$ cat config.mk
export PLATFORM = sky130hd
export DESIGN_NAME = pqu_pipe
export DESIGN_NICKNAME = d
export VERILOG_FILES = /design/src/pqu_pkg.sv /design/src/pqu_pipe.sv
export SDC_FILE = /design/constraint.sdc
export NUM_CORES = 2
export LEC_CHECK = 0
export BUFFER_PORTS_ARGS = -buffer_cell sky130_fd_sc_hd__buf_2
export CAP_MARGIN = 30
export CORE_MARGIN = 1.5
export CORE_UTILIZATION = 40
export DETAILED_ROUTE_END_ITERATION = 7
export HOLD_SLACK_MARGIN = 0.1
export MAX_ROUTING_LAYER = met4
export RECOVER_POWER = 50
export SYNTH_ARGS = -nofsm -noshare
export SYNTH_HDL_FRONTEND = slang
export SYNTH_SLANG_ARGS = --single-unit
$ cat constraint.sdc
create_clock -name core_clk -period 16.99 [get_ports core_clk]
set_clock_uncertainty 0.05 [all_clocks]
set_input_delay 0.8495 -clock core_clk [delete_from_list [all_inputs] [get_ports core_clk]]
set_output_delay 0.8495 -clock core_clk [all_outputs]
set_load 0.02 [all_outputs]
$ cat src/pqu_pkg.sv
// shared constants and types for the product/quotient unit
`default_nettype none
package pqu_pkg;

   // instruction codes handed over at the end of the shared execute stage
   typedef enum logic [3:0] {
      OP_PRODUCT      = 4'h0,
      OP_PRODUCT_U    = 4'h1,
      OP_ACCUM        = 4'h2,
      OP_ACCUM_U      = 4'h3,
      OP_DEDUCT       = 4'h4,
      OP_DEDUCT_U     = 4'h5,
      OP_GPR_PRODUCT  = 4'h6,
      OP_QUOTIENT     = 4'h7,
      OP_QUOTIENT_U   = 4'h8,
      OP_READ_UPPER   = 4'h9,
      OP_READ_BOTTOM  = 4'ha,
      OP_LOAD_UPPER   = 4'hb,
      OP_LOAD_BOTTOM  = 4'hc
   } pqu_op_e;

   typedef enum logic [1:0] {
      DIV_IDLE   = 2'b00,
      DIV_ADJUST = 2'b01,
      DIV_ITER   = 2'b10,
      DIV_SIGN   = 2'b11
   } pqu_div_e;

   // early-in iteration counts by significant dividend width
   localparam logic [5:0] ITER_8  = 6'h08;
   localparam logic [5:0] ITER_16 = 6'h10;
   localparam logic [5:0] ITER_24 = 6'h18;
   localparam logic [5:0] ITER_32 = 6'h20;

   // integer pipe stall cycles for the register-file-targeted product
   localparam logic [1:0] GPR_STALL_NARROW = 2'h1;
   localparam logic [1:0] GPR_STALL_WIDE   = 2'h2;
   localparam logic [1:0] GPR_STALL_DEP    = 2'h1;

   localparam logic [31:0] RESULT_RESET = 32'h0000_0000;

endpackage : pqu_pkg
`default_nettype wire

$ cat src/pqu_pipe.sv
// product/quotient unit: own pipeline beside the integer pipe
// How it works
// RULE1: unit stages advance freely; no integer stall input exists
// RULE2: 32x16 array; pass count chosen only from the secondary operand width
// RULE3: narrow products accepted every clock, wide ones every other clock
// RULE4: a wide product holds the next unit issue for one clock
// RULE5: operand size found from operand values by the unit itself
// RULE6: divide one quotient bit per clock, early-in skips zero-extended bytes
// RULE7: any unit instruction is held while a divide is active
// RULE8: dependent latency 1 for narrow, 2 (one held cycle) for wide
// RULE9: divide finishes after adjust plus 8..32 steps, plus sign fix if negative
// RULE10: register-file product stalls the integer pipe one or two cycles
// RULE11: an immediately dependent integer instruction adds one more stall
// RULE12: accumulates repeat every clock narrow, every two clocks wide
// RULE13: work starts at end of execute; stages parallel the integer ones
// RULE14: narrow product one clock per stage, wide one two multiply clocks
// RULE15: unit stages may skew; results only reach the result pair; register-file products go to gpr_result instead
// RULE16: instruction handed to the unit at the end of shared execute
// RULE17: product written into the result pair in the writeback stage
// RULE18: result reads wait, in order, until pending data is there
// RULE19: accumulate adds product to the pair, deduct subtracts it
// RULE20: register-file product goes to a general register, not the pair
// RULE21: loads to the pair reach a following accumulate with latency 1
`default_nettype none
module pqu_pipe (
   input  wire logic        core_clk,
   input  wire logic        sys_rst,
   input  wire logic        issue_valid,
   input  wire logic [3:0]  issue_op,
   input  wire logic [31:0] primary_operand,
   input  wire logic [31:0] secondary_operand,
   input  wire logic        next_uses_gpr,
   output logic             mdu_hold,
   output logic             pipe_stall,
   output logic             read_valid,
   output logic [31:0]      read_data,
   output logic             gpr_valid,
   output logic [31:0]      gpr_result,
   output logic             div_busy,
   output logic [31:0]      upper_result_register,
   output logic [31:0]      bottom_result_register
);

   function automatic logic pqu_is_unsigned(input logic [3:0] op);
      pqu_is_unsigned = (op == pqu_pkg::OP_PRODUCT_U) || (op == pqu_pkg::OP_ACCUM_U) ||
                        (op == pqu_pkg::OP_DEDUCT_U) || (op == pqu_pkg::OP_QUOTIENT_U);
   endfunction : pqu_is_unsigned

   function automatic logic pqu_is_product(input logic [3:0] op);
      pqu_is_product = (op <= pqu_pkg::OP_GPR_PRODUCT);
   endfunction : pqu_is_product

   logic        take;
   logic        op_u;
   logic [32:0] a_ext;
   logic [32:0] b_ext;
   logic        b_wide;
   logic        is_div;

   // M stage
   logic        m_valid;
   logic [3:0]  m_op;
   logic [32:0] m_a;
   logic [32:0] m_b;
   logic        m_wide;
   logic        m_second;
   logic [65:0] m_part;
   logic [16:0] seg;
   logic [49:0] pp;
   logic        m_first_wide;

   // A stage
   logic        a_valid;
   logic [3:0]  a_op;
   logic [63:0] a_prod;
   logic [31:0] a_opnd;

   // divider
   pqu_pkg::pqu_div_e div_state;
   logic [31:0] dv_a;
   logic [31:0] dv_b;
   logic        dv_sgn;
   logic        dv_neg_q;
   logic        dv_neg_r;
   logic        dv_fix;
   logic [32:0] dv_rem;
   logic [31:0] dv_quo;
   logic [5:0]  dv_cnt;
   logic        na;
   logic        nb;
   logic [31:0] abs_a;
   logic [31:0] abs_b;
   logic [5:0]  early_n;
   logic [32:0] trial;
   logic [32:0] st_rem;
   logic [31:0] st_quo;
   logic        div_start;
   logic        div_last;
   logic        div_wr;
   logic [31:0] div_hi;
   logic [31:0] div_lo;

   logic [1:0]  stall_cnt;
   logic [1:0]  next_stall_cnt;
   logic        next_hold;

   assign op_u   = pqu_is_unsigned(issue_op);
   assign a_ext  = {~op_u & primary_operand[31], primary_operand};
   assign b_ext  = {~op_u & secondary_operand[31], secondary_operand};
   // size comes from the value alone, no size field in the instruction
   assign b_wide = b_ext[32:16] != {17{b_ext[16]}}; // see RULE5 see RULE2
   assign is_div = (issue_op == pqu_pkg::OP_QUOTIENT) || (issue_op == pqu_pkg::OP_QUOTIENT_U);
   // handover at end of execute; held instructions stay with the integer pipe
   assign take      = issue_valid && !mdu_hold && !pipe_stall; // see RULE16 see RULE13
   assign div_start = take && is_div;

   // one 32x16 pass per clock; the wide case adds the upper half second
   always_comb begin
      if (m_second) begin
         seg = m_b[32:16];
      end else if (m_wide) begin
         seg = {1'b0, m_b[15:0]};
      end else begin
         seg = m_b[16:0];
      end
   end
   assign pp           = 50'($signed(m_a) * $signed(seg)); // see RULE2
   assign m_first_wide = m_valid && m_wide && !m_second;

   // no stall input reaches these stages; only a wide product holds the multiply stage a second clock
   always_ff @(posedge core_clk) begin // see RULE1
      if (sys_rst) begin
         m_valid  <= 1'b0;
         m_op     <= 4'h0;
         m_a      <= 33'h0;
         m_b      <= 33'h0;
         m_wide   <= 1'b0;
         m_second <= 1'b0;
         m_part   <= 66'h0;
      end else if (m_first_wide) begin
         // wide product stays a second clock in the multiply stage
         m_second <= 1'b1; // see RULE14 see RULE15
         m_part   <= {{16{pp[49]}}, pp};
      end else begin
         m_valid  <= take && !is_div;
         m_op     <= issue_op;
         m_a      <= a_ext;
         m_b      <= b_ext;
         m_wide   <= b_wide && pqu_is_product(issue_op); // see RULE14
         m_second <= 1'b0;
      end
   end

   always_ff @(posedge core_clk) begin
      if (sys_rst) begin
         a_valid <= 1'b0;
         a_op    <= 4'h0;
         a_prod  <= 64'h0;
         a_opnd  <= 32'h0;
      end else begin
         a_valid <= m_valid && !m_first_wide; // see RULE14
         a_op    <= m_op;
         a_opnd  <= m_a[31:0];
         if (m_second) begin
            a_prod <= 64'(m_part + {pp, 16'h0000});
         end else begin
            a_prod <= 64'({{16{pp[49]}}, pp});
         end
      end
   end

   // divider datapath
   assign na    = dv_sgn && dv_a[31];
   assign nb    = dv_sgn && dv_b[31];
   assign abs_a = na ? 32'(-dv_a) : dv_a;
   assign abs_b = nb ? 32'(-dv_b) : dv_b;
   always_comb begin
      // early-in: skip steps over zero-extended upper bytes
      if (abs_a[31:8] == 24'h0) begin // see RULE6
         early_n = pqu_pkg::ITER_8;
      end else if (abs_a[31:16] == 16'h0) begin
         early_n = pqu_pkg::ITER_16;
      end else if (abs_a[31:24] == 8'h0) begin
         early_n = pqu_pkg::ITER_24;
      end else begin
         early_n = pqu_pkg::ITER_32;
      end
   end
   assign trial  = {dv_rem[31:0], dv_quo[31]} - {1'b0, dv_b};
   assign st_rem = trial[32] ? {dv_rem[31:0], dv_quo[31]} : trial;
   assign st_quo = {dv_quo[30:0], ~trial[32]}; // see RULE6
   // sign step only when an operand was negative
   assign div_last = ((div_state == pqu_pkg::DIV_ITER) && (dv_cnt == 6'h01) && !dv_fix) ||
                     (div_state == pqu_pkg::DIV_SIGN); // see RULE9

   always_comb begin
      div_wr = 1'b0;
      div_hi = st_rem[31:0];
      div_lo = st_quo;
      if (div_state == pqu_pkg::DIV_SIGN) begin
         div_wr = 1'b1;
         div_hi = dv_neg_r ? 32'(-dv_rem[31:0]) : dv_rem[31:0];
         div_lo = dv_neg_q ? 32'(-dv_quo) : dv_quo;
      end else if (div_last) begin
         div_wr = 1'b1;
      end
   end

   always_ff @(posedge core_clk) begin
      if (sys_rst) begin
         div_state <= pqu_pkg::DIV_IDLE;
         dv_a      <= 32'h0;
         dv_b      <= 32'h0;
         dv_sgn    <= 1'b0;
         dv_neg_q  <= 1'b0;
         dv_neg_r  <= 1'b0;
         dv_fix    <= 1'b0;
         dv_rem    <= 33'h0;
         dv_quo    <= 32'h0;
         dv_cnt    <= 6'h0;
      end else begin
         case (div_state)
            pqu_pkg::DIV_IDLE: begin
               if (div_start) begin
                  dv_a      <= primary_operand;
                  dv_b      <= secondary_operand;
                  dv_sgn    <= !op_u;
                  div_state <= pqu_pkg::DIV_ADJUST;
               end
            end
            pqu_pkg::DIV_ADJUST: begin
               // always taken, even when no negation is needed
               dv_b      <= abs_b;
               dv_quo    <= abs_a << (6'd32 - early_n);
               dv_rem    <= 33'h0;
               dv_cnt    <= early_n; // see RULE6
               dv_neg_q  <= na ^ nb;
               dv_neg_r  <= na;
               dv_fix    <= na | nb; // see RULE9
               div_state <= pqu_pkg::DIV_ITER;
            end
            pqu_pkg::DIV_ITER: begin
               dv_rem <= st_rem; // see RULE6
               dv_quo <= st_quo;
               dv_cnt <= dv_cnt - 6'h01;
               if (dv_cnt == 6'h01) begin
                  div_state <= dv_fix ? pqu_pkg::DIV_SIGN : pqu_pkg::DIV_IDLE;
               end
            end
            pqu_pkg::DIV_SIGN: begin
               div_state <= pqu_pkg::DIV_IDLE;
            end
            default: begin
               div_state <= pqu_pkg::DIV_IDLE;
            end
         endcase
      end
   end

   // result pair: writes land in program order from the align stage or the divider
   always_ff @(posedge core_clk) begin
      if (sys_rst) begin
         upper_result_register  <= pqu_pkg::RESULT_RESET;
         bottom_result_register <= pqu_pkg::RESULT_RESET;
      end else if (div_wr) begin
         upper_result_register  <= div_hi; // see RULE9
         bottom_result_register <= div_lo;
      end else if (a_valid) begin
         case (a_op)
            pqu_pkg::OP_PRODUCT, pqu_pkg::OP_PRODUCT_U: begin
               {upper_result_register, bottom_result_register} <= a_prod; // see RULE17
            end
            pqu_pkg::OP_ACCUM, pqu_pkg::OP_ACCUM_U: begin
               {upper_result_register, bottom_result_register} <=
                  {upper_result_register, bottom_result_register} + a_prod; // see RULE19 see RULE12
            end
            pqu_pkg::OP_DEDUCT, pqu_pkg::OP_DEDUCT_U: begin
               {upper_result_register, bottom_result_register} <=
                  {upper_result_register, bottom_result_register} - a_prod; // see RULE19
            end
            // loads travel the same stages so a next accumulate sees them
            pqu_pkg::OP_LOAD_UPPER: begin
               upper_result_register <= a_opnd; // see RULE21
            end
            pqu_pkg::OP_LOAD_BOTTOM: begin
               bottom_result_register <= a_opnd; // see RULE21
            end
            default: begin
            end
         endcase
      end
   end

   // reads go down the pipe behind older writes, so they see final data
   always_ff @(posedge core_clk) begin
      if (sys_rst) begin
         read_valid <= 1'b0;
         read_data  <= 32'h0;
      end else begin
         read_valid <= a_valid && ((a_op == pqu_pkg::OP_READ_UPPER) ||
                                   (a_op == pqu_pkg::OP_READ_BOTTOM)); // see RULE18
         read_data  <= (a_op == pqu_pkg::OP_READ_UPPER) ? upper_result_register
                                                        : bottom_result_register;
      end
   end

   always_ff @(posedge core_clk) begin
      if (sys_rst) begin
         gpr_valid  <= 1'b0;
         gpr_result <= 32'h0;
      end else begin
         gpr_valid  <= a_valid && (a_op == pqu_pkg::OP_GPR_PRODUCT); // see RULE20
         gpr_result <= a_prod[31:0];
      end
   end

   // integer pipe stall that keeps the register-file write slot free
   always_comb begin
      if (take && (issue_op == pqu_pkg::OP_GPR_PRODUCT)) begin
         next_stall_cnt = (b_wide ? pqu_pkg::GPR_STALL_WIDE : pqu_pkg::GPR_STALL_NARROW) +
                          (next_uses_gpr ? pqu_pkg::GPR_STALL_DEP : 2'h0); // see RULE10 see RULE11
      end else if (stall_cnt != 2'h0) begin
         next_stall_cnt = stall_cnt - 2'h1;
      end else begin
         next_stall_cnt = 2'h0;
      end
   end

   always_ff @(posedge core_clk) begin
      if (sys_rst) begin
         stall_cnt  <= 2'h0;
         pipe_stall <= 1'b0;
      end else begin
         stall_cnt  <= next_stall_cnt;
         pipe_stall <= next_stall_cnt != 2'h0; // see RULE10
      end
   end

   // a wide product blocks the next clock; a divide blocks until written
   assign next_hold = (take && pqu_is_product(issue_op) && b_wide) || // see RULE4 see RULE3 see RULE8
                      div_start ||
                      ((div_state != pqu_pkg::DIV_IDLE) && !div_last); // see RULE7

   always_ff @(posedge core_clk) begin
      if (sys_rst) begin
         mdu_hold <= 1'b0;
         div_busy <= 1'b0;
      end else begin
         mdu_hold <= next_hold;
         div_busy <= div_start || ((div_state != pqu_pkg::DIV_IDLE) && !div_last);
      end
   end

endmodule : pqu_pipe
`default_nettype wire

After elaboration in Yosys (flattened, before gate mapping)
Index checks and enable logic that the tools add are counted.

Shift-type cells: 1. Multiply operators: 1. Bitwise logic cells: 6. Equal/unequal tests: 24. $add $sub $neg: 12. Muxes and demuxes: 36. Divide/modulo/power cells: 0. Reduce and logical (&&, ||, !) cells: 56. $lt $le $gt $ge: 1.

Operator list (number): $mux 32 (13); $pmux 32 s4 (2); $pmux 32 s2 (3); $add 64x64->64 (2); $neg 32->32 (4); $mux 64 (1); $sub 64x64->64 (1); $mul 33x17->50 (1); $mux 17 (2); $sub 33x32->33 (1); $shl 32x6->32 (1); $eq 4x3->1 const B (6); $logic_not 24->1 (1); $eq 4x4->1 const B (5); $logic_and 1x1->1 (18); $mux 6 (3); $logic_not 16->1 (1); $ne 16x16->1 (1); $eq 4x2->1 const B (3); $mux 2 (6); $pmux 6 s2 (1); $reduce_bool 2->1 (6); $reduce_bool 5->1 (2); $logic_or 1x1->1 (9); 24 further kinds (44).

ROM bits: 0. Register bits after elaboration: 499. Word-level logic and storage cells: 168. Bits of input ports: 72. Output and inout port bits: 133. Bits in writable memories: 0. Bits in latches: 0. Memories: 0.

Longest topological paths before layout
Depth after elaboration: 11. Depth in mapped cells: 40. Gate-level depth less buffers: 37.

Worst setup path before layout
Ideal clock, no wire load.

Kind: reg-to-reg. Start: reg m_second. End: reg a_prod[62]. Arrival time: 8962 ps. Buffers on the path: 4. Library setup time: 117 ps. Stages on the path, launching flop included: 39. Clock period less this slack: 9129 ps. Setup slack: 7861 ps. Path through: dfxtp_1 clkbuf_1 clkbuf_1 mux2_2 clkbuf_1 nand2_1 fa_1 inv_1 fa_1 inv_1 fa_1 inv_1 fa_1 fa_1 inv_1 fa_1 inv_1 ha_1 (+3 left out) a221oi_1 nand3_1 o31ai_1 o31ai_1 a31o_2 o41a_1 mux2i_1 o2111ai_1 ha_1 a21o_1 a21o_1 a21oi_1 nor2b_1 a22oi_1 a41o_1 o31ai_1 xnor2_1 a22o_1.

Longest elaborated chain between the ends: 4.

RTL lines: start: declaration (line pqu_pipe.sv:66) `logic m_second;`; start signal: assignment (line pqu_pipe.sv:138) `m_second <= 1'b0;`; start signal: assignment (line pqu_pipe.sv:142) `m_second <= 1'b1;`; start signal: assignment (line pqu_pipe.sv:150) `m_second <= 1'b0;`; $mux 17 (line pqu_pipe.sv:119) `if (m_second) begin`; $mul 33x17->50 (line pqu_pipe.sv:127) `assign pp = 50'($signed(m_a) * $signed(seg));`; net pp[35] (line pqu_pipe.sv:69) `logic [49:0] pp;`; $add 64x64->64 (line pqu_pipe.sv:165) `a_prod <= 64'(m_part + {pp, 16'h0000});`; $mux 64 (line pqu_pipe.sv:164) `if (m_second) begin`; end signal: assignment (line pqu_pipe.sv:165); end signal: assignment (line pqu_pipe.sv:167) `a_prod <= 64'({{16{pp[49]}}, pp});`; end: declaration (line pqu_pipe.sv:75) `logic [63:0] a_prod;`.

The timed path passes the listed nets, and every way through them passes these cells. A chain may end at the register's enable or synchronous reset.

Final worst setup path
Start: reg m_second. End: reg a_prod[63].

Same word-level chain as after synthesis.

==> reports/results.ini <==
[status]
status = complete, but fails checks
violations = capacitance limit, slew limit

[place]
dp_cells = 8648
gp_congestion = 1.02
dpl_cell_area_sq_mm = 0.0574
hpwl_mm = 171
io_buffers = 204

[cts]
clk_pin_slew_ns = 0.06
clock_latency_ns = 0.68
cts_buffers = 56
clock_sinks = 499
cts-resized-gates = 0
holdBufCountCts = 0
post_cts_buffers = 0
h-tree-depth = 2
clk_path_buf_depth = 3
cts_tree = done
cts_root_buf = clkbuf_16

[worst_hold_path]
min_path_type = in -> reg
hold_end = dv_a[5]$_SDFFE_PP0P_
min_path_cells = 3
worst_hold_startpoint = primary_operand[5]

[critical_path]
max_stage_delay_ns = 0.73
critPathLaunchType = register
crit_slowest_cell = dfxtp_4
r2r-end = a_prod[63]$_SDFF_PP0_
r2r_slack_ns = 6.74
cp_data_required_time_ns = 17.49
worstSetupPathType = reg -> reg
cp.arrival_ns = 10.76
r2r-start = m_second$_SDFF_PP0_
path_common_cell = fa_1
ff2ff_path_depth = 35
path_max_fanout = 38
cp-end-kind = register

[drt]
routedWlPerCell_um = 25.1
drt_iter0_drc = 5411
route.detailed.drc = 0
dr.pass1.iters = 6
viasPerCell = 5.93
vias = 51939
antenna_left = 0
wl_mm = 220

[synth]
synth_top_cell_area_share_pct = 19.7
postSynth.asyncResetShare_pct = 0
synthTopCellsByArea = fa_1 (20%), dfxtp_1 (18%), ha_1 (7.6%)
synth_most_common_cell = nand2_1
netlist_area_sq_mm = 0.0550
ys_warn_count = 0
ys_top_cells_by_count = nand2_1 (876), inv_1 (833), a21oi_1 (608), fa_1 (541), nor2_1 (533)
post_synth.cell_area_avg_sq_um = 7.86
syn_nets = 7934
synth_seq_cells = 499
synth_cell_types = 95
synth_edf_count = 0
synth.yosys.seq_area_share_pct = 18.2
synth_cells = 6987
synth_largest_area_cell = fa_1
synth_ff_type = dfxtp_1

[run]
maxCapViolCount = 8

[power_and_ir_drop]
power_mw = 10.2
powerDensity_mw_per_mm2 = 173
p_leak_nw = 25.6
ir_drop_mv = 0.126

[timing]
rsz0062_at_grt = false
setup_viol = 0
slew_headroom_pct = -170
period_minus_slack_ns = 10.25
tightest_slew_ns = 4.05
finalCritPeriodShare_pct = 60.3
drv_slew = 504
fmax_mhz = 97.5
hold_viol_final = 0
finalSetupTns_ns = 0
timing.hold.ws_ns = 0.373

[cells_and_area]
layout-drive-gt1-share_pct = 5.18
final_cell_area_sq_mm = 0.0593
fin_cells = 8752
area_growth_pct = 7.89
nNetsFinal = 7872

[grt]
grt_overflow = 0
track_usage_pct = 31.5
antenna_found_initial = 3
grt_max_degree = 85
grt_pass1_vias = 49614
grt_pass1_wl_mm = 326

[floorplanning]
design.die.area_sq_mm = 0.140
top_level_ports = 205
die_h_um = 374
row_count = 135
start_util_pct = 40.4
fp.dieW_um = 374
core_sq_mm = 0.136

## layout by cell type (no fill, tap or decap), types with 64 or more instances in the layout
cell	instances
nand2_1	874
inv_1	832
a21oi_1	607
fa_1	541
nor2_1	530
dfxtp_1	498
ha_1	332
o21ai_0	257
xnor2_1	178
and2_1	170
nor2b_1	153
clkbuf_1	151
nor3_1	113
nand3_1	99
a21o_1	83
buf_4	79
mux2i_1	78
a211oi_1	76
buf_2	71
o21bai_1	66
a221oi_1	64
## how the worst max path moves through the flow
| stage | startpoint | end | slack, ns | cells past startpoint |
|---|---|---|---|---|
| finish | m_second$_SDFF_PP0_ | a_prod[63]$_SDFF_PP0_ | 6.74 | 35 |
| global route | m_second$_SDFF_PP0_ | a_prod[63]$_SDFF_PP0_ | 6.03 | 36 |
| CTS | m_second$_SDFF_PP0_ | a_prod[63]$_SDFF_PP0_ | 6.72 | 35 |
| detailed placement | m_second$_SDFF_PP0_ | a_prod[63]$_SDFF_PP0_ | 6.73 | 36 |
| global placement | m_second$_SDFF_PP0_ | a_prod[63]$_SDFF_PP0_ | 6.76 | 36 |
| floorplan | m_second$_SDFF_PP0_ | a_prod[62]$_SDFF_PP0_ | 7.86 | 38 |
## sequential cells by signal, summed over array words and instances (netlist names), 6 cells and up
register                flops
m_a                        33
read_data                  32
dv_rem                     32
m_b                        33
dv_b                       32
gpr_result                 32
dv_quo                     32
upper_result_register      32
a_prod                     64
m_part                     50
bottom_result_register     32
dv_cnt                      6
dv_a                       32
a_opnd                     32
## worst max-delay path, delay by kind of cell, from the launching register on
kind,cells,cell delay (ns)
compound gates,13,3.24
xor+xnor,2,0.27
fa+ha+maj,8,3.86
buf+inv,6,0.62
flops,1,0.73
mux,2,0.43
simple gates,4,0.80
## power by group
group	switching, mW	internal, mW
clock network	0.562	0.809
logic	4.69	2.49
registers	0.329	1.36
total	5.58	4.66
## area by class of cell
| class | instances | area (sq um) |
|---|---|---|
| Timing Repair Buffer | 294 | 1530 |
| Sequential cell | 499 | 9990 |
| Clock inverter | 27 | 505 |
| Fill cell | 13957 | 76700 |
| Clock buffer | 74 | 1540 |
| Inverter | 834 | 3130 |
| Multi-Input combinational cell | 5240 | 40400 |
| Tap cell | 1781 | 2230 |
| Antenna cell | 3 | 7.51 |
## routing by layer
metal	routed length, um	track usage [%]	vias up
met2	96500	47.5	2409
met4	10200	12.2	0
met5	0	-	-
li1	-	-	23514
met3	17700	3.80	391
met1	95400	43.0	25625
## kinds of logic after synthesis
| group | count (synthesis) | share of synthesized area [%] |
|---|---|---|
| multiplexers | 108 | 2.03 |
| adder cells (fa/ha/maj) | 875 | 27.3 |
| AO/OA/AOI/OAI | 1748 | 20.8 |
| AND/OR/NAND/NOR | 2271 | 19.3 |
| buffers and inverters | 1248 | 8.58 |
| XOR/XNOR | 238 | 3.79 |
| flip-flops | 499 | 18.2 |
## metrics by stage
stage	util, %	worst slack [ns]
floorplan	-	7.86
global placement	42.2	6.76
detailed placement	42.2	6.73
CTS	43.8	6.72
global route	43.6	6.03
finish	43.6	6.74
No activity file was read; power rests on OpenSTA's default activity.
